**config.mk**
```make
export PLATFORM = sky130hd
export DESIGN_NAME = crp_dev_flat
export DESIGN_NICKNAME = d
export VERILOG_FILES = /design/src/shared/crp_pkg.sv /design/src/shared/crp_link_if.sv /design/src/design/crp_dev.sv /design/src/flat_wrapper.sv
export VERILOG_INCLUDE_DIRS = /design/src /design/src/shared
export SDC_FILE = /design/constraint.sdc
export NUM_CORES = 1
export LEC_CHECK = 0
export ABC_CLOCK_PERIOD_IN_PS = 3000
export BUFFER_PORTS_ARGS = -buffer_cell sky130_fd_sc_hd__buf_2
export CORE_UTILIZATION = 45
export CTS_BUF_LIST = sky130_fd_sc_hd__clkbuf_4 sky130_fd_sc_hd__clkbuf_8
export DETAILED_ROUTE_END_ITERATION = 8
export GPL_TIMING_DRIVEN = 0
export PLACE_DENSITY = 0.62
export RECOVER_POWER = 100
export SLEW_MARGIN = 20
export SYNTH_ARGS = -nofsm -noshare
export SYNTH_HDL_FRONTEND = slang
export SYNTH_SLANG_ARGS = --single-unit
```
**constraint.sdc**
```tcl
create_clock -name CLK -period 3 [get_ports CLK]
set_input_delay 0.3 -clock CLK [delete_from_list [all_inputs] [get_ports CLK]]
set_output_delay 0.3 -clock CLK [all_outputs]
set_load 0.05 [all_outputs]
```
**src/shared/crp_params.svh**
```systemverilog
// Offsets, field positions, reset values and timing counts of the readout port
`ifndef CRP_PARAMS_SVH
`define CRP_PARAMS_SVH

// Device register addresses (14-bit)
`define CRP_CTRL_ADDR   14'h0010
`define CRP_CHEN_ADDR   14'h0011
`define CRP_STAT_ADDR   14'h0012
`define CRP_PERCH_ADDR  14'h0020
`define CRP_R24_ADDR    14'h0030
`define CRP_R24S_ADDR   14'h0031
`define CRP_R16_ADDR    14'h0032
`define CRP_R16S_ADDR   14'h0033

// Control and channel-enable register fields
`define CRP_CTRL_STRM   0
`define CRP_CTRL_FLAGS  2
`define CRP_CTRL_SHARED 3
`define CRP_CTRL_MODE   4
`define CRP_CTRL_CRC    7
`define CRP_CHEN_AUX    4

// Reset values and encodings
`define CRP_CTRL_RST    8'h00
`define CRP_CHEN_RST    8'h01
`define CRP_MODE_CONT   3'h0
`define CRP_MODE_FIR    3'h1
`define CRP_MODE_ONCE   3'h4
`define CRP_STRM_ON     2'h1
`define CRP_EXIT_CMD    8'hA5
`define CRP_CRC_SEED    8'hA5
`define CRP_CRC_POLY    8'h07
`define CRP_DATA_BITS   6'h18
`define CRP_BYTE_BITS   6'h08
`define CRP_RST_ONES    7'h3F
`define CRP_RST_REPS    2'h3

// Host command port
`define CRP_H_CMD       4'h0
`define CRP_H_TGT       4'h1
`define CRP_H_WBYTE     4'h2
`define CRP_H_CFG       4'h3
`define CRP_H_RXLO      4'h4
`define CRP_H_RXHI      4'h5
`define CRP_H_STAT      4'h6
`define CRP_H_CFG_RST   7'h18
`define CRP_OP_WRITE    3'h1
`define CRP_OP_READ     3'h2
`define CRP_OP_STREAM   3'h3
`define CRP_OP_EXIT     3'h4
`define CRP_OP_RESET    3'h5
`define CRP_RST_BITS    8'hC0

// Timing
`define CRP_CLK_NS      100
`define CRP_SCLK_NS     800
`define CRP_HALF_CYC    (`CRP_SCLK_NS / 2 / `CRP_CLK_NS)

`endif

```
**src/shared/crp_pkg.sv**
```systemverilog
// State types of the two ends of the readout port, one for each end
package crp_pkg;
  typedef enum logic [5:0] {
    ST_IDLE = 6'h01,
    ST_INS  = 6'h02,
    ST_WR   = 6'h04,
    ST_RD   = 6'h08,
    ST_STRM = 6'h10,
    ST_HOLD = 6'h20
  } crp_dst_e;

  typedef enum logic [4:0] {
    H_IDLE = 5'h01,
    H_WAIT = 5'h02,
    H_HIGH = 5'h04,
    H_LOW  = 5'h08,
    H_END  = 5'h10
  } crp_hst_e;
endpackage

```
**src/shared/crp_link_if.sv**
```systemverilog
// Four-wire serial link plus auxiliary ready pin
`timescale 1ns/10ps
interface crp_link_if;
  logic cs_n;
  logic sclk;
  logic sdi;
  logic sdo;
  logic sdo_oe;
  logic sdo_line;
  logic aux_rdy_n;

  // Pulled high when the device leaves the line undriven
  assign sdo_line = sdo_oe ? sdo : 1'b1;

  modport dev (input cs_n, input sclk, input sdi,
               output sdo, output sdo_oe, output aux_rdy_n);
  modport hst (output cs_n, output sclk, output sdi,
               input sdo_line, input aux_rdy_n);
endinterface

```
**src/design/crp_dev.sv**
```systemverilog
// Device end of the conversion readout port
//
// Local design decisions: the address-and-strobe port and the register addresses.
`timescale 1ns/10ps
`include "crp_params.svh"
module crp_dev
  import crp_pkg::*;
#(
  parameter int N_CHAN = 4
) (
  // Clock and reset
  input  wire logic        CLK,
  input  wire logic        RST_N,
  // Serial link
  crp_link_if.dev          LNK,
  // Converter side
  input  wire logic        CONV_DONE,
  input  wire logic [23:0] CONV_DATA,
  output logic      [1:0]  CONV_CHAN,
  output logic             CONV_RUN
);
  if (N_CHAN < 1 || N_CHAN > 4) begin : g_chk
    $error("N_CHAN must lie between 1 and 4");
  end

  ////////////////////////////////////////////////////////////////////////////
  logic [2:0]  sync1;
  logic [2:0]  sync2;
  logic        sclk_d;
  logic [7:0]  ctrl;
  logic [7:0]  chen;
  logic        restart;
  logic [23:0] res [4];
  logic [23:0] shr;
  logic [1:0]  shr_ch;
  logic        rdy_n;
  logic [3:0]  unread;
  logic [3:0]  next_unread;
  logic        upd_d;
  logic        soft_rst;
  logic [6:0]  ones;
  logic [1:0]  reps;
  crp_dst_e    st;
  logic [5:0]  cnt;
  logic [5:0]  slen_q;
  logic [15:0] rx;
  logic [39:0] sr;
  logic        shown;
  logic        exit_req;
  logic [13:0] addr;
  logic [7:0]  wr_data;
  logic        wr_ev;
  logic        rd_ev;
  logic        done_ev;
  logic [39:0] rview;
  logic [39:0] sword;
  logic [5:0]  slen;
  logic [7:0]  crc;
  logic        sdo_bit;
  logic        sdo_en;
  logic        aux_rdy;

  // Input sync order: {cs_n, sclk, sdi}
  always_ff @(posedge CLK) begin
    if (!RST_N) begin
      sync1  <= 3'h6;
      sync2  <= 3'h6;
      sclk_d <= 1'b1;
    end else begin
      sync1  <= {LNK.cs_n, LNK.sclk, LNK.sdi};
      sync2  <= sync1;
      sclk_d <= sync2[1];
    end
  end

  wire cs_n  = sync2[2];
  wire sdi_s = sync2[0];
  wire rise  = sync2[1] && !sclk_d;
  wire fall  = !sync2[1] && sclk_d;
  wire rst   = !RST_N || soft_rst;

  wire [3:0] en     = chen[3:0] & 4'((1 << N_CHAN) - 1);
  wire       shared = ctrl[`CRP_CTRL_SHARED];
  wire       strm   = shared && ctrl[`CRP_CTRL_STRM +: 2] == `CRP_STRM_ON;
  wire [2:0] mode   = ctrl[`CRP_CTRL_MODE +: 3];
  wire       flags  = ctrl[`CRP_CTRL_FLAGS];
  wire       crc_en = ctrl[`CRP_CTRL_CRC];
  wire       aux    = chen[`CRP_CHEN_AUX];
  wire [7:0] status = {rdy_n, CONV_RUN, 4'h0, shr_ch};

  function automatic logic [1:0] first_en(input logic [3:0] e);
    logic [1:0] r;
    r = 2'h0;
    for (int i = 3; i >= 0; i--)
      if (e[i])
        r = 2'(i);
    return r;
  endfunction

  // Returns {wrapped, channel}
  function automatic logic [2:0] next_en(input logic [3:0] e, input logic [1:0] c);
    logic [2:0] r;
    r = {1'b1, first_en(e)};
    for (int i = 3; i >= 0; i--)
      if (e[i] && i > int'(c))
        r = {1'b0, 2'(i)};
    return r;
  endfunction

  function automatic logic [7:0] crc8(input logic [31:0] d, input logic four);
    logic [7:0] c;
    c = `CRP_CRC_SEED;
    for (int i = 31; i >= 0; i--)
      if (four || i < 24)
        c = {c[6:0], 1'b0} ^ ((c[7] ^ d[i]) ? `CRP_CRC_POLY : 8'h00);
    return c;
  endfunction

  ////////////////////////////////////////////////////////////////////////////
  // Register map and sequencer
  always_ff @(posedge CLK) begin
    if (rst) begin
      ctrl    <= `CRP_CTRL_RST;
      chen    <= `CRP_CHEN_RST;
      restart <= 1'b0;
    end else begin
      restart <= 1'b0;
      if (wr_ev) begin
        restart <= 1'b1;
        if (addr == `CRP_CTRL_ADDR)
          ctrl <= wr_data;
        else if (addr == `CRP_CHEN_ADDR)
          chen <= wr_data;
      end else if (done_ev && exit_req) begin
        ctrl[`CRP_CTRL_STRM +: 2] <= 2'h0;
      end
    end
  end

  wire [2:0] nxt = next_en(en, CONV_CHAN);
  wire       fir = mode == `CRP_MODE_FIR;
  wire       wrap = fir || nxt[2];

  // Restart follows a write by one cycle so it sees the new settings
  always_ff @(posedge CLK) begin
    if (rst) begin
      CONV_CHAN <= 2'h0;
      CONV_RUN  <= 1'b1;
    end else if (restart) begin
      CONV_CHAN <= first_en(en);
      CONV_RUN  <= 1'b1;
    end else if (CONV_DONE && CONV_RUN) begin
      if (fir)
        CONV_CHAN <= first_en(en);
      else
        CONV_CHAN <= nxt[1:0];
      if (mode == `CRP_MODE_ONCE && nxt[2])
        CONV_RUN <= 1'b0;
    end
  end

  ////////////////////////////////////////////////////////////////////////////
  // Results and ready
  wire sh_addr  = addr >= `CRP_R24_ADDR && addr <= `CRP_R16S_ADDR;
  wire ch_addr  = addr[13:2] == `CRP_PERCH_ADDR >> 2;
  wire busy_sh  = st == ST_RD && sh_addr;
  wire busy_ch  = st == ST_RD && ch_addr && addr[1:0] == CONV_CHAN;
  wire upd      = CONV_DONE && CONV_RUN && (shared ? !busy_sh : !busy_ch);
  wire rd_sh_ev = rd_ev && sh_addr;
  wire rd_ch_ev = rd_ev && ch_addr;

  always_ff @(posedge CLK) begin
    if (rst) begin
      shr    <= 24'h000000;
      shr_ch <= 2'h0;
      upd_d  <= 1'b0;
      for (int i = 0; i < 4; i++)
        res[i] <= 24'h000000;
    end else begin
      upd_d <= upd && shared;
      if (upd && shared) begin
        shr    <= CONV_DATA;
        shr_ch <= CONV_CHAN;
      end else if (upd) begin
        res[CONV_CHAN] <= CONV_DATA;
      end
    end
  end

  always_comb begin
    next_unread = unread;
    if (rd_ch_ev)
      next_unread[addr[1:0]] = 1'b0;
    if (upd && !shared)
      next_unread[CONV_CHAN] = 1'b1;
  end

  always_ff @(posedge CLK) begin
    if (rst)
      unread <= 4'h0;
    else
      unread <= next_unread;
  end

  // A completing conversion wins over a read that clears ready
  always_ff @(posedge CLK) begin
    if (rst)
      rdy_n <= 1'b1;
    else if (upd && (shared || wrap))
      rdy_n <= 1'b0;
    else if (shared ? (rd_sh_ev || done_ev) : (rd_ch_ev && next_unread == 4'h0))
      rdy_n <= 1'b1;
  end

  ////////////////////////////////////////////////////////////////////////////
  // Reset pattern detector: runs on every rising serial clock while selected
  always_ff @(posedge CLK) begin
    if (rst) begin
      ones     <= 7'h00;
      reps     <= 2'h0;
      soft_rst <= 1'b0;
    end else if (rise && !cs_n) begin
      if (sdi_s) begin
        ones <= (ones > `CRP_RST_ONES) ? ones : ones + 7'h01;
      end else begin
        ones <= 7'h00;
        if (ones == `CRP_RST_ONES) begin
          reps     <= reps + 2'h1;
          soft_rst <= reps == `CRP_RST_REPS - 2'h1;
        end else begin
          reps <= 2'h0;
        end
      end
    end
  end

  ////////////////////////////////////////////////////////////////////////////
  // Readout words
  wire [13:0] vaddr = (st == ST_INS) ? {rx[12:0], sdi_s} : addr;

  always_comb begin
    rview = 40'h0000000000;
    if (vaddr == `CRP_CTRL_ADDR)
      rview[39:32] = ctrl;
    else if (vaddr == `CRP_CHEN_ADDR)
      rview[39:32] = chen;
    else if (vaddr == `CRP_STAT_ADDR)
      rview[39:32] = status;
    else if (vaddr == `CRP_R24_ADDR)
      rview[39:16] = shr;
    else if (vaddr == `CRP_R24S_ADDR)
      rview[39:8] = {shr, status};
    else if (vaddr == `CRP_R16_ADDR)
      rview[39:24] = shr[23:8];
    else if (vaddr == `CRP_R16S_ADDR)
      rview[39:16] = {shr[23:8], status};
    else if (vaddr[13:2] == `CRP_PERCH_ADDR >> 2)
      rview[39:16] = res[vaddr[1:0]];
  end

  always_comb begin
    crc   = crc8(flags ? {shr, status} : {8'h00, shr}, flags);
    sword = {shr, 16'h0000};
    slen  = `CRP_DATA_BITS;
    if (flags) begin
      sword[15:8] = status;
      slen        = slen + `CRP_BYTE_BITS;
    end
    if (crc_en) begin
      if (flags)
        sword[7:0] = crc;
      else
        sword[15:8] = crc;
      slen = slen + `CRP_BYTE_BITS;
    end
  end

  ////////////////////////////////////////////////////////////////////////////
  // Serial state machine
  wire ld = strm && ((st == ST_IDLE) ? !rdy_n : ((st == ST_STRM || st == ST_HOLD) && upd_d));

  always_ff @(posedge CLK) begin
    wr_ev   <= 1'b0;
    rd_ev   <= 1'b0;
    done_ev <= 1'b0;
    if (rst) begin
      st       <= ST_IDLE;
      cnt      <= 6'h00;
      slen_q   <= `CRP_DATA_BITS;
      rx       <= 16'h0000;
      sr       <= 40'h0000000000;
      shown    <= 1'b0;
      exit_req <= 1'b0;
      addr     <= 14'h0000;
      wr_data  <= 8'h00;
    end else if (cs_n) begin
      st    <= ST_IDLE;
      cnt   <= 6'h00;
      shown <= 1'b0;
    end else if (ld) begin
      st       <= ST_STRM;
      sr       <= sword;
      slen_q   <= slen;
      cnt      <= 6'h00;
      shown    <= 1'b0;
      exit_req <= 1'b0;
    end else begin
      if (st == ST_HOLD && !strm)
        st <= ST_IDLE;
      // Falling edge: first one exposes the MSB, later ones shift
      if (fall && (st == ST_RD || st == ST_STRM)) begin
        if (shown)
          sr <= {sr[38:0], 1'b0};
        shown <= 1'b1;
      end
      if (rise) begin
        rx  <= {rx[14:0], sdi_s};
        cnt <= cnt + 6'h01;
        case (st)
          ST_IDLE: begin
            if (!strm && !sdi_s) begin
              st  <= ST_INS;
              cnt <= 6'h01;
            end
          end
          ST_INS: begin
            if (cnt == 6'h0F) begin
              addr <= {rx[12:0], sdi_s};
              cnt  <= 6'h00;
              if (rx[13]) begin
                st    <= ST_RD;
                sr    <= rview;
                shown <= 1'b0;
                rd_ev <= 1'b1;
              end else begin
                st <= ST_WR;
              end
            end
          end
          ST_WR: begin
            if (cnt == 6'h07) begin
              wr_ev   <= 1'b1;
              wr_data <= {rx[6:0], sdi_s};
              st      <= ST_IDLE;
            end
          end
          ST_STRM: begin
            if (cnt == 6'h07 && {rx[6:0], sdi_s} == `CRP_EXIT_CMD)
              exit_req <= 1'b1;
            if (cnt == slen_q - 6'h01) begin
              st      <= ST_HOLD;
              done_ev <= 1'b1;
            end
          end
          default: begin
          end
        endcase
      end
    end
  end

  ////////////////////////////////////////////////////////////////////////////
  // Pin drivers, registered
  always_ff @(posedge CLK) begin
    if (rst) begin
      sdo_bit <= 1'b1;
      sdo_en  <= 1'b0;
      aux_rdy <= 1'b1;
    end else begin
      sdo_en  <= !cs_n;
      aux_rdy <= aux ? rdy_n : 1'b1;
      case (st)
        ST_RD:   sdo_bit <= sr[39];
        ST_STRM: sdo_bit <= (shown || aux) ? sr[39] : rdy_n;
        ST_HOLD: sdo_bit <= aux ? sr[39] : rdy_n;
        ST_IDLE: sdo_bit <= aux ? 1'b1 : rdy_n;
        default: sdo_bit <= 1'b0;
      endcase
    end
  end

  assign LNK.sdo       = sdo_bit;
  assign LNK.sdo_oe    = sdo_en;
  assign LNK.aux_rdy_n = aux_rdy;
endmodule

```
**src/flat_wrapper.sv**
```systemverilog
// flat-port wrapper written by rule: the top's interface ports become plain ports
module crp_dev_flat import crp_pkg::*;
#(
  parameter int N_CHAN = 4
)
  (CLK, RST_N, CONV_DONE, CONV_DATA, CONV_CHAN, CONV_RUN, LNK_cs_n, LNK_sclk, LNK_sdi, LNK_sdo, LNK_sdo_oe, LNK_aux_rdy_n);
  crp_link_if LNK_i ();
  input  wire logic CLK;
  input  wire logic RST_N;
  input  wire logic CONV_DONE;
  input  wire logic [23:0] CONV_DATA;
  output logic      [1:0] CONV_CHAN;
  output logic CONV_RUN;
  input wire logic [$bits(LNK_i.cs_n)-1:0] LNK_cs_n;
  input wire logic [$bits(LNK_i.sclk)-1:0] LNK_sclk;
  input wire logic [$bits(LNK_i.sdi)-1:0] LNK_sdi;
  output wire logic [$bits(LNK_i.sdo)-1:0] LNK_sdo;
  output wire logic [$bits(LNK_i.sdo_oe)-1:0] LNK_sdo_oe;
  output wire logic [$bits(LNK_i.aux_rdy_n)-1:0] LNK_aux_rdy_n;
  assign LNK_i.cs_n = LNK_cs_n;
  assign LNK_i.sclk = LNK_sclk;
  assign LNK_i.sdi = LNK_sdi;
  assign LNK_sdo = LNK_i.sdo;
  assign LNK_sdo_oe = LNK_i.sdo_oe;
  assign LNK_aux_rdy_n = LNK_i.aux_rdy_n;
  crp_dev #(.N_CHAN(N_CHAN)) u_core (.CLK(CLK), .RST_N(RST_N), .LNK(LNK_i), .CONV_DONE(CONV_DONE), .CONV_DATA(CONV_DATA), .CONV_CHAN(CONV_CHAN), .CONV_RUN(CONV_RUN));
endmodule
```
# Yosys cells after proc, flatten, opt, wreduce, memory -nomap -nowiden

Memory sizes are Yosys's and may differ from the RTL's.
Cells that the tools add are included.

Bits in registers: 171
Memory bits (writable): 96
Memories kept: 1

Add/subtract/negate cells: 5
$lt $le $gt $ge: 10
Equal/unequal tests: 29
Muxes and demuxes: 134
Bitwise logic cells: 76
Reductions and logical operators: 73

Memories:

| name       | depth | bits a word | rd ports | clocked after memory_dff | wr ports | line          | RTL |
|---|---|---|---|---|---|---|---|
| u_core.res | 4     | 24          | 1        | 0                        | 4        | crp_dev.sv:33 | `logic [23:0] res [4];` |

Operators with widths:

| kind                                                                | number |
|---|---|
| 2-to-1 mux 40 bit                                                   | 7 |
| XOR 8 bit                                                           | 31 |
| 2-to-1 mux 24 bit                                                   | 8 |
| 2-to-1 mux 8 bit                                                    | 17 |
| 2-to-1 mux 3 bit                                                    | 35 |
| == test 14 x 5 -> 1 bit (second input constant)                     | 5 |
| 2-to-1 mux 6 bit                                                    | 10 |
| == test 14 x 6 -> 1 bit (second input constant)                     | 4 |
| 2-to-1 mux 16 bit                                                   | 2 |
| 2-to-1 mux 32 bit                                                   | 1 |
| XOR 1 bit                                                           | 31 |
| 2-to-1 mux 1 bit                                                    | 30 |
| logical AND 1 bit                                                   | 29 |
| == test 12 x 4 -> 1 bit (second input constant)                     | 2 |
| 2-to-1 mux 2 bit                                                    | 12 |
| one-hot mux 6 bit (4 select lines)                                  | 1 |
| OR reduction 24 bit                                                 | 1 |
| greater-or-equal comparator 14 x 6 -> 1 bit (second input constant) | 1 |
| less-or-equal comparator 14 x 6 -> 1 bit (second input constant)    | 1 |
| 2-to-1 mux 14 bit                                                   | 1 |
| 2-to-1 mux 7 bit                                                    | 2 |
| == test 6 x 3 -> 1 bit (second input constant)                      | 2 |
| == test 6 x 4 -> 1 bit (second input constant)                      | 2 |
| 2-to-1 mux 4 bit                                                    | 3 |
| 44 further kinds                                                    | 89 |

# Longest topological paths before layout

Gate-level depths: netlist of run 1.

Depth in word-level cells: 107
Depth in mapped cells: 12
Depth with buffers taken out: 10

# Worst setup path after synthesis of run 1

No wires, ideal clock.

Path type: reg-to-reg
From: reg u_core.CONV_CHAN[0]
To: mem u_core.res[2][0], enable pin
Setup time: 0.381 ns
Arrival time: 2.717 ns
Data required time: 2.619 ns
Slack: -0.098 ns
Cell stages (with the launch flop): 9
Buffers on the path: 2
Period minus slack after synthesis: 3.098 ns
Path through: dfxtp_1 clkbuf_1 xor2_1 o31ai_1 a41oi_1 nor2b_1 nand3_1 clkbuf_1 nand2_1

RTL lines:

| element                  | line           | RTL |
|---|---|---|
| start: declaration       | crp_dev.sv:19  | `output logic [1:0] CONV_CHAN,` |
| start signal: assignment | crp_dev.sv:150 | `CONV_CHAN <= first_en(en);` |
| start signal: assignment | crp_dev.sv:154 | `CONV_CHAN <= first_en(en);` |
| start signal: assignment | crp_dev.sv:156 | `CONV_CHAN <= nxt[1:0];` |
| end: declaration         | crp_dev.sv:33  |  |

# Worst setup path in the final report of run 1

From: reg u_core.st[2]
To: reg u_core.sr[20]

Word-level cells in the longest chain between the ends: 16
Elaborated cells between the ends (all ways): 35
Classes of those cells: 13 x eq/ne; 16 x mux; 5 x reduce/logical; 1 x memory

RTL lines:

| element                                                        | line                           | RTL |
|---|---|---|
| start: declaration                                             | crp_dev.sv:43                  | `crp_dst_e st;` |
| start signal: assignment                                       | crp_dev.sv:287                 | `st <= ST_IDLE;` |
| start signal: assignment                                       | crp_dev.sv:297                 | `st <= ST_IDLE;` |
| start signal: assignment                                       | crp_dev.sv:301                 | `st <= ST_STRM;` |
| == test 6 x 2 -> 1 bit                                         | crp_dev.sv:239, crp_dev.sv:319 |  |
| 2-to-1 mux 14 bit                                              | crp_dev.sv:239                 | `wire [13:0] vaddr = (st == ST_INS) ? {rx[12:0], sdi_s} : addr;` |
| memory (4 x 24 bit) or == test 12 x 4 -> 1 bit (tied branches) | n/a                            |  |
| 2-to-1 mux 24 bit                                              | crp_dev.sv:257                 | `` else if (vaddr[13:2] == `CRP_PERCH_ADDR >> 2) `` |
| 2-to-1 mux 24 bit                                              | crp_dev.sv:255                 | `` else if (vaddr == `CRP_R16S_ADDR) `` |
| 2-to-1 mux 8 bit                                               | crp_dev.sv:253                 | `` else if (vaddr == `CRP_R16_ADDR) `` |
| 2-to-1 mux 24 bit                                              | crp_dev.sv:251                 | `` else if (vaddr == `CRP_R24S_ADDR) `` |
| 2-to-1 mux 24 bit                                              | crp_dev.sv:249                 | `` else if (vaddr == `CRP_R24_ADDR) `` |
| 2-to-1 mux 24 bit                                              | crp_dev.sv:247                 | `` else if (vaddr == `CRP_STAT_ADDR) `` |
| 2-to-1 mux 24 bit                                              | crp_dev.sv:245                 | `` else if (vaddr == `CRP_CHEN_ADDR) `` |
| 2-to-1 mux 24 bit                                              | crp_dev.sv:243                 | `` if (vaddr == `CRP_CTRL_ADDR) `` |
| 2-to-1 mux 40 bit                                              | crp_dev.sv:330                 | `if (rx[13]) begin` |
| 2-to-1 mux 40 bit                                              | crp_dev.sv:327                 | `if (cnt == 6'h0F) begin` |
| 2-to-1 mux 40 bit                                              | crp_dev.sv:319                 | `case (st)` |
| 2-to-1 mux 40 bit                                              | crp_dev.sv:316                 | `if (rise) begin` |
| 2-to-1 mux 40 bit *                                            | crp_dev.sv:300                 | `end else if (ld) begin` |
| end signal: assignment                                         | crp_dev.sv:302                 | `sr <= sword;` |
| end signal: assignment                                         | crp_dev.sv:313                 | `sr <= {sr[38:0], 1'b0};` |
| end signal: assignment                                         | crp_dev.sv:332                 | `sr <= rview;` |
| end: declaration                                               | crp_dev.sv:47                  | `logic [39:0] sr;` |

Mark *: on every way between the ends. The rest lies on a longest branch, timed or not.
A chain may end at the register's enable or synchronous reset.

==> results of run 1 <==
-- what timing repair did --
action	4_1_cts	5_1_grt
resized for setup	51	60
setup buffers	12	14
pin swaps	6	16
endpoints found under the hold margin	15	0
hold buffers	15	0
setup endpoints to repair	269	221
gates cloned	1	1
-- cell families (layout without fill, tap and decap cells) --
| logic type | count (synthesis) | after routing | synth area share |
|---|---|---|---|
| mux | 89 | 89 | 0.09047 |
| simple gates | 496 | 497 | 0.1702 |
| fa+ha+maj | 6 | 6 | 0.005799 |
| xor+xnor | 102 | 102 | 0.07278 |
| compound gates | 267 | 267 | 0.1345 |
| flops | 264 | 264 | 0.4825 |
| buf+inv | 134 | 288 | 0.04369 |
-- worst reg2reg max path: stages, from the launching register on --
cell and delay [ns]:
dfxtp_2 0.31, buf_6 0.12, or4_4 0.55, nor2_8 0.18, a21o_1 0.20, buf_6 0.17
buf_6 0.12, mux4_2 0.52, a22o_1 0.24, nand2_1 0.07, o21ai_1 0.06, a221oi_1 0.31
nor2_1 0.07
-- final cells by class --
| class | instances | area [um^2] |
|---|---|---|
| inverter | 39 | 146.4 |
| clock buffer | 70 | 863.3 |
| fill | 2586 | 12720 |
| buffer | 90 | 480.5 |
| clock inverter | 12 | 68.82 |
| timing repair buffer | 77 | 565.5 |
| multi-input combinational | 961 | 6441 |
| sequential | 264 | 6248 |
| tap | 378 | 473.0 |
-- flip-flops by register name, summed over array words and instances (netlist names), 3 cells and up --
name	cells
u_core.ctrl	8
u_core.ones	7
u_core.slen_q	3
u_core.sync2	3
u_core.st	6
u_core.addr	14
u_core.shr	24
u_core.rx	14
u_core.unread	4
u_core.res	96
u_core.chen	8
u_core.sync1	3
u_core.sr	40
u_core.cnt	6
u_core.wr_data	8
-- final timing paths --
| kind | start | to | slack, ns | depth (start not counted) |
|---|---|---|---|---|
| max reg2reg | u_core.st[2]$_SDFF_PP0_ | u_core.sr[20]$_SDFFE_PP0N_ | -0.02 | 12 |
| min | CONV_DATA[8] | u_core.shr[8]$_SDFFE_PP0P_ | 0.01 | 3 |
| max | u_core.st[2]$_SDFF_PP0_ | u_core.sr[20]$_SDFFE_PP0N_ | -0.02 | 12 |
| min reg2reg | u_core.sync1[2]$_SDFF_PN1_ | u_core.sync2[2]$_SDFF_PN1_ | 0.41 | 1 |
-- cells in the final DEF, fill, tap and decap left out, types with 7 or more instances in the layout --
| master | instances |
|---|---|
| o21ai_0 | 28 |
| buf_2 | 40 |
| a222oi_1 | 17 |
| o22ai_1 | 13 |
| edfxtp_1 | 96 |
| buf_4 | 29 |
| mux2_2 | 9 |
| o21ai_1 | 7 |
| dlygate4sd3_1 | 15 |
| inv_1 | 38 |
| clkbuf_2 | 8 |
| mux2i_1 | 57 |
| xnor2_1 | 62 |
| clkbuf_1 | 56 |
| dfxtp_1 | 166 |
| nand2_1 | 192 |
| mux4_2 | 17 |
| nor3_1 | 12 |
| clkbuf_8 | 55 |
| nor2_1 | 173 |
| nand2b_1 | 13 |
| o211ai_1 | 8 |
| a22o_1 | 12 |
| clkbuf_4 | 24 |
| a21oi_1 | 103 |
| a22oi_1 | 17 |
| xor2_1 | 32 |
| nand3_1 | 23 |
| nand4_1 | 14 |
| and2_1 | 7 |
-- through the flow --
stage	setup TNS (ns)	power, mW	util	cells
3_5_place_dp	-181.13	4.180	0.4856	1771
3_3_place_gp	-207.27	4.176	0.4855	1771
5_1_grt	-0.8436	7.706	0.5458	1891
6_report	-0.02410	7.453	0.5458	1891
4_1_cts	-0.3408	7.489	0.5346	1878
2_1_floorplan	0	4.049	-	1358
-- metal layers --
| layer | routed length [um] | GRT usage | up-vias | part of all wire |
|---|---|---|---|---|
| met3 | 2775 | 0.04418 | 84 | 0.073 |
| li1 | - | - | 5070 | - |
| met4 | 995 | 0.07648 | 0 | 0.026 |
| met5 | 0 | 0 | - | 0 |
| met1 | 16550 | 0.3562 | 5105 | 0.44 |
| met2 | 17640 | 0.4258 | 453 | 0.46 |
-- power groups by stage --
stage | logic [mW] | registers, mW | clock network [mW]
final | 0.307 | 3.83 | 3.32
after global routing | 0.331 | 3.83 | 3.54
after CTS | 0.308 | 3.82 | 3.36
after detailed placement | 0.283 | 3.90 | 0
after global placement | 0.282 | 3.89 | 0
after floorplan | 0.156 | 3.89 | 0
==> results.json, run 1 <==
{
  "rsz_0062_raised_after_global_routing": "true",
  "worst_ep_required_time_ns": 3.42,
  "synth_fp_nets": 1394,
  "design.core.area_mm2": 0.02801,
  "yosys_warnings": 0,
  "synth_top_cells_by_area": "dfxtp_1 (26%), edfxtp_1 (22%), nand2_1 (5.7%)",
  "synth.yosys.seq_area_share": 0.4825,
  "worst_path_max_delay_cell": "or4_4",
  "cts.clk_slew.worst_paths_ns": 0.06,
  "netlist.area_leader.share": 0.2598,
  "row_count": 61,
  "timing_worst_slew_pin_value_ns": 0.8082,
  "cp_common_cell": "buf_6",
  "vias": 10712,
  "cp-start-kind": "register",
  "syn_inst_count": 1358,
  "finalCritPeriodShare": 1.008,
  "critical-path-top-delay-family": "simple AND/OR/NAND/NOR gates",
  "postSynthRegisterBits": 264,
  "post_synth_most_frequent_cells": "nand2_1 (198), nor2_1 (174), dfxtp_1 (168), a21oi_1 (104), edfxtp_1 (96)",
  "route.antenna.remaining_nets": 0,
  "cts-buffers-inserted": 46,
  "cp_data_arrival_time_ns": 3.45,
  "clk_path_buf_depth": 3,
  "share_of_total_power_in_sequential_cells": 0.513,
  "area_growth_pct": 18.09,
  "cell_chain_of_the_critical_path": "buf_6 -> or4_4 -> nor2_8 -> a21o_1 -> buf_6 -> buf_6 -> mux4_2 -> a22o_1 -> nand2_1 -> o21ai_1 -> a221oi_1 -> nor2_1",
  "max_freq_ghz": 0.3307,
  "clockPowerShare": 0.445,
  "grt_total_usage": 0.2618,
  "final.hold.worst_slack_ns": 0.01347,
  "globalRoute.totalOverflow": 0,
  "num_io_pins": 36,
  "timing.critical_path.fanout_max": 6,
  "final_design_area_no_fill_mm2": 0.01529,
  "clk_latency_ns": 0.56,
  "final_period_minus_worst_setup_slack_ns": 3.024,
  "starting_utilization_of_the_core_area": 0.4621,
  "total_switching_power_mw": 1.723,
  "chipHeight_um": 171.6,
  "setup_slack_ns": -0.02410,
  "grt_antenna_before_repair": 0,
  "number_of_antenna_diodes": 0,
  "port_buffers": 35,
  "cap_violations": 0,
  "drt_pass_1_iters": 7,
  "p_leak_nw": 5.700,
  "gp_congestion": 0.8896,
  "drc": 0,
  "post-synth-top-count-cell": "nand2_1",
  "synth.cell_area_mm2": 0.01294,
  "synth_largest_area_cell": "dfxtp_1",
  "grt_max_degree": 25,
  "report.final.setup_viol": 1,
  "drive_above_1_share": 0.1692,
  "floorplan.die_area_mm2": 0.02945,
  "clock-sinks": 264,
  "vias_in_the_first_global_route": 10318,
  "post_synth_cell_types": 74,
  "layout.nets": 1515,
  "kind_of_end_point_of_the_critical_path": "register",
  "fp.dieW_um": 171.6,
  "first_pass_grt_wire_length_um": 58730,
  "outcome": "finished with violations",
  "cellInternalPower_mw": 5.729,
  "synth-async-reset-ratio": 0,
  "slew_limit_headroom": 0.4612,
  "fin_worst_skew_ns": 0.03497,
  "ctsRootBufferMaster": "clkbuf_8",
  "cellPowerDensity_mw_per_mm2": 487.5,
  "placement.cell_area_mm2": 0.01360,
  "worst-setup-path-type": "reg2reg",
  "count_of_buffer_and_inverter_cells_on_the_critical_path": 3,
  "violations": "negative setup slack",
  "via_per_inst": 5.665,
  "synth_edf_count": 96,
  "postSynth.topFlopCell": "dfxtp_1",
  "hpwl_um": 26880,
  "post_drt_wl_per_cell_um": 20.07,
  "synth_area_per_cell_um2": 9.532,
  "critical-path-max-stage-delay_ns": 0.55,
  "dp_slack_ns": -1.331,
  "p_sw_frac": 0.2312,
  "drt_iter0_drc": 922,
  "power.share.combinational": 0.041,
  "final_max_slew_viol_count": 0,
  "ir_worst_vdd_uv": 422.4,
  "hold_path.class": "in2reg",
  "clock_tree_from_tritoncts": "built",
  "routed_wirelength_um": 37960,
  "finalHoldViolCount": 0,
  "htreeDepth": 2
}
No activity file was read; power rests on OpenSTA's default activity.
==> run 2, diff against run 1 <==
--- a/config.mk
+++ b/config.mk
@@ -9,7 +9,6 @@
 export ABC_CLOCK_PERIOD_IN_PS = 3000
 export BUFFER_PORTS_ARGS = -buffer_cell sky130_fd_sc_hd__buf_2
 export CORE_UTILIZATION = 45
-export CTS_BUF_LIST = sky130_fd_sc_hd__clkbuf_4 sky130_fd_sc_hd__clkbuf_8
 export DETAILED_ROUTE_END_ITERATION = 8
 export GPL_TIMING_DRIVEN = 0
 export PLACE_DENSITY = 0.62
==> run 2 against run 1 <==
The run now ends clean; first-iteration DRC count increased by 1.5%; non-clock buffer count unchanged; cell count decreased by 1.6%; power up 1.7%; register-to-register slack improved by 0.03 ns; hold slack better by 0.013 ns; largest cell class unchanged.
==> results.json, run 2 (synthesized netlist as in run 1, its figures left out) <==
{
  "outcome": "complete, no violations",
  "cp-start-kind": "register",
  "post-place-cells": 1771,
  "timing.critical_path.fanout_max": 8,
  "vias_in_the_first_global_route": 10155,
  "via_per_inst": 5.645,
  "hpwl_um": 26880,
  "htreeDepth": 1,
  "power.share.combinational": 0.040,
  "vias": 10505,
  "m1WireLength_um": 16490,
  "critical-path-top-delay-family": "simple AND/OR/NAND/NOR gates",
  "cp_data_arrival_time_ns": 3.43,
  "max_freq_ghz": 0.3341,
  "mostFrequentLayoutCells": "nand2_1 (192), nor2_1 (173), dfxtp_1 (166)",
  "ctsRootBufferMaster": "clkbuf_16",
  "topRoutingLayerUsed": "met4",
  "drive_above_1_share": 0.1504,
  "largest-register": "u_core.res",
  "area_growth_pct": 18.00,
  "route.met3.wl_um": 2460,
  "filler_cell_count": 2573,
  "cell_chain_of_the_critical_path": "buf_6 -> or4_4 -> nor2_8 -> a21o_1 -> buf_8 -> buf_12 -> mux4_2 -> a22o_1 -> nand2_1 -> o21ai_1 -> a221oi_1 -> nor2_1",
  "terminus_of_the_critical_flop_to_flop_path": "u_core.sr[20]$_SDFFE_PP0N_",
  "critical-path-max-stage-delay_ns": 0.55,
  "worst-setup-path-type": "reg2reg",
  "routed_wirelength_um": 37660,
  "drt_iter0_drc": 936,
  "route.antenna.remaining_nets": 0,
  "share_of_total_power_in_sequential_cells": 0.505,
  "report.final.setup_viol": 0,
  "clockPowerShare": 0.455,
  "met2_length_um": 17220,
  "grt_antenna_before_repair": 0,
  "row_count": 61,
  "hold_path_depth": 3,
  "kind_of_end_point_of_the_critical_path": "register",
  "slew_limit_headroom": 0.4777,
  "port_buffers": 35,
  "hold_path.class": "in2reg",
  "timing_worst_slew_pin_value_ns": 0.7835,
  "grt_max_degree": 25,
  "worstRegToRegCells": 12,
  "clock-sinks": 264,
  "num_io_pins": 36,
  "hp-start": "CONV_DATA[11]",
  "cellPowerDensity_mw_per_mm2": 496.3,
  "fp.dieW_um": 171.6,
  "floorplan.die_area_mm2": 0.02945,
  "gp_congestion": 0.8896,
  "drc": 0,
  "rsz_0062_raised_after_global_routing": "true",
  "clk_path_buf_depth": 3,
  "cts-buffers-inserted": 28,
  "clk_latency_ns": 0.55,
  "path_depth": 12,
  "globalRoute.totalOverflow": 0,
  "final_max_slew_viol_count": 0,
  "tns_ns": 0,
  "biggestRegsByFlops": "u_core.res x96, u_core.sr x40, u_core.shr x24",
  "grt_total_usage": 0.2596,
  "first_pass_grt_wire_length_um": 58070,
  "chipHeight_um": 171.6,
  "layout.nets": 1497,
  "cts.clk_slew.worst_paths_ns": 0.06,
  "total_switching_power_mw": 1.649,
  "finalHoldViolCount": 0,
  "p_leak_nw": 5.654,
  "starting_utilization_of_the_core_area": 0.4621,
  "ir_worst_vdd_uv": 451.4,
  "drt_pass_1_iters": 8,
  "worst_ep_required_time_ns": 3.43,
  "dp_slack_ns": -1.331,
  "count_of_buffer_and_inverter_cells_on_the_critical_path": 3,
  "final_period_minus_worst_setup_slack_ns": 2.994,
  "clock_tree_from_tritoncts": "built",
  "finalNonFillerCells": 1861,
  "cap_violations": 0,
  "max_ffs_per_register": 96,
  "design.core.area_mm2": 0.02801,
  "fin_worst_skew_ns": 0.01003,
  "timing.rr.start": "u_core.st[2]$_SDFF_PP0_",
  "reg2reg_setup_slack_ns": 0.006,
  "final_core_util": 0.5453,
  "setup_slack_ns": 0.006499,
  "cellInternalPower_mw": 5.931,
  "post_drt_wl_per_cell_um": 20.24,
  "number_of_antenna_diodes": 0,
  "finalCritPeriodShare": 0.9978,
  "p_sw_frac": 0.2175,
  "final_common_cell": "nand2_1",
  "hold-path-endpoint": "u_core.shr[11]$_SDFFE_PP0P_",
  "worst_path_max_delay_cell": "or4_4"
}
-- run 2: metrics by stage --
step	area [um^2]	power, mW	hold WS [ns]
after CTS	14900	7.617	0.002659
after floorplan	12950	4.049	0.3689
after detailed placement	13600	4.180	0.3978
after global placement	13600	4.176	0.3972
after global routing	15270	7.791	0.02032
final	15270	7.580	0.02626
-- run 2: tightest hold or removal path: stages --
cell	delay [ns]
buf_2	0.12
nand2_1	0.05
a21oi_1	0.05
-- run 2: metal layers --
layer | vias to the layer above | global-route usage
met2 | 366 | 0.4159
met5 | - | 0
met3 | 95 | 0.03359
li1 | 5032 | -
met1 | 5012 | 0.3577
met4 | 0 | 0.09550
-- run 2: repair_timing --
item / in CTS / in global routing
hold buffers: 12 / 0
hold endpoints to repair: 11 / 0
setup buffers: 10 / 18
endpoints found under the setup margin: 268 / 224
gates cloned: 1 / 1
pin swaps: 7 / 21
gates resized for setup: 45 / 68
-- run 2: how the worst max path moves through the flow --
| stage | startpoint | to |
|---|---|---|
| after CTS | u_core.st[2]$_SDFF_PP0_ | u_core.sr[26]$_SDFFE_PP0N_ |
| after floorplan | u_core.CONV_CHAN[0]$_SDFFE_PP0P_ | u_core.res[2][0]$_SDFFCE_PN0P_ |
| after global routing | u_core.st[2]$_SDFF_PP0_ | u_core.sr[20]$_SDFFE_PP0N_ |
| after detailed placement | u_core.st[5]$_SDFF_PP0_ | u_core.res[2][13]$_SDFFCE_PN0P_ |
| after global placement | u_core.st[5]$_SDFF_PP0_ | u_core.res[2][13]$_SDFFCE_PN0P_ |
| final | u_core.st[2]$_SDFF_PP0_ | u_core.sr[20]$_SDFFE_PP0N_ |
-- run 2: power groups by stage --
stage | registers [mW] | logic [mW] | clock network, mW
global route | 3.83 | 0.328 | 3.63
global placement | 3.89 | 0.282 | 0
finish | 3.82 | 0.305 | 3.45
floorplan | 3.89 | 0.156 | 0
CTS | 3.82 | 0.305 | 3.49
detailed placement | 3.90 | 0.283 | 0
-- run 2: cell type report --
cell class,instances,area [um^2],area share
buffer,91,478.0,0.03129
clock inverter,4,47.55,0.003113
inverter,39,146.4,0.009584
tap,378,473.0,0.03096
clock buffer,48,869.6,0.05693
sequential,264,6248,0.4091
timing repair buffer,76,534.3,0.03498
multi-input combinational,961,6477,0.4241
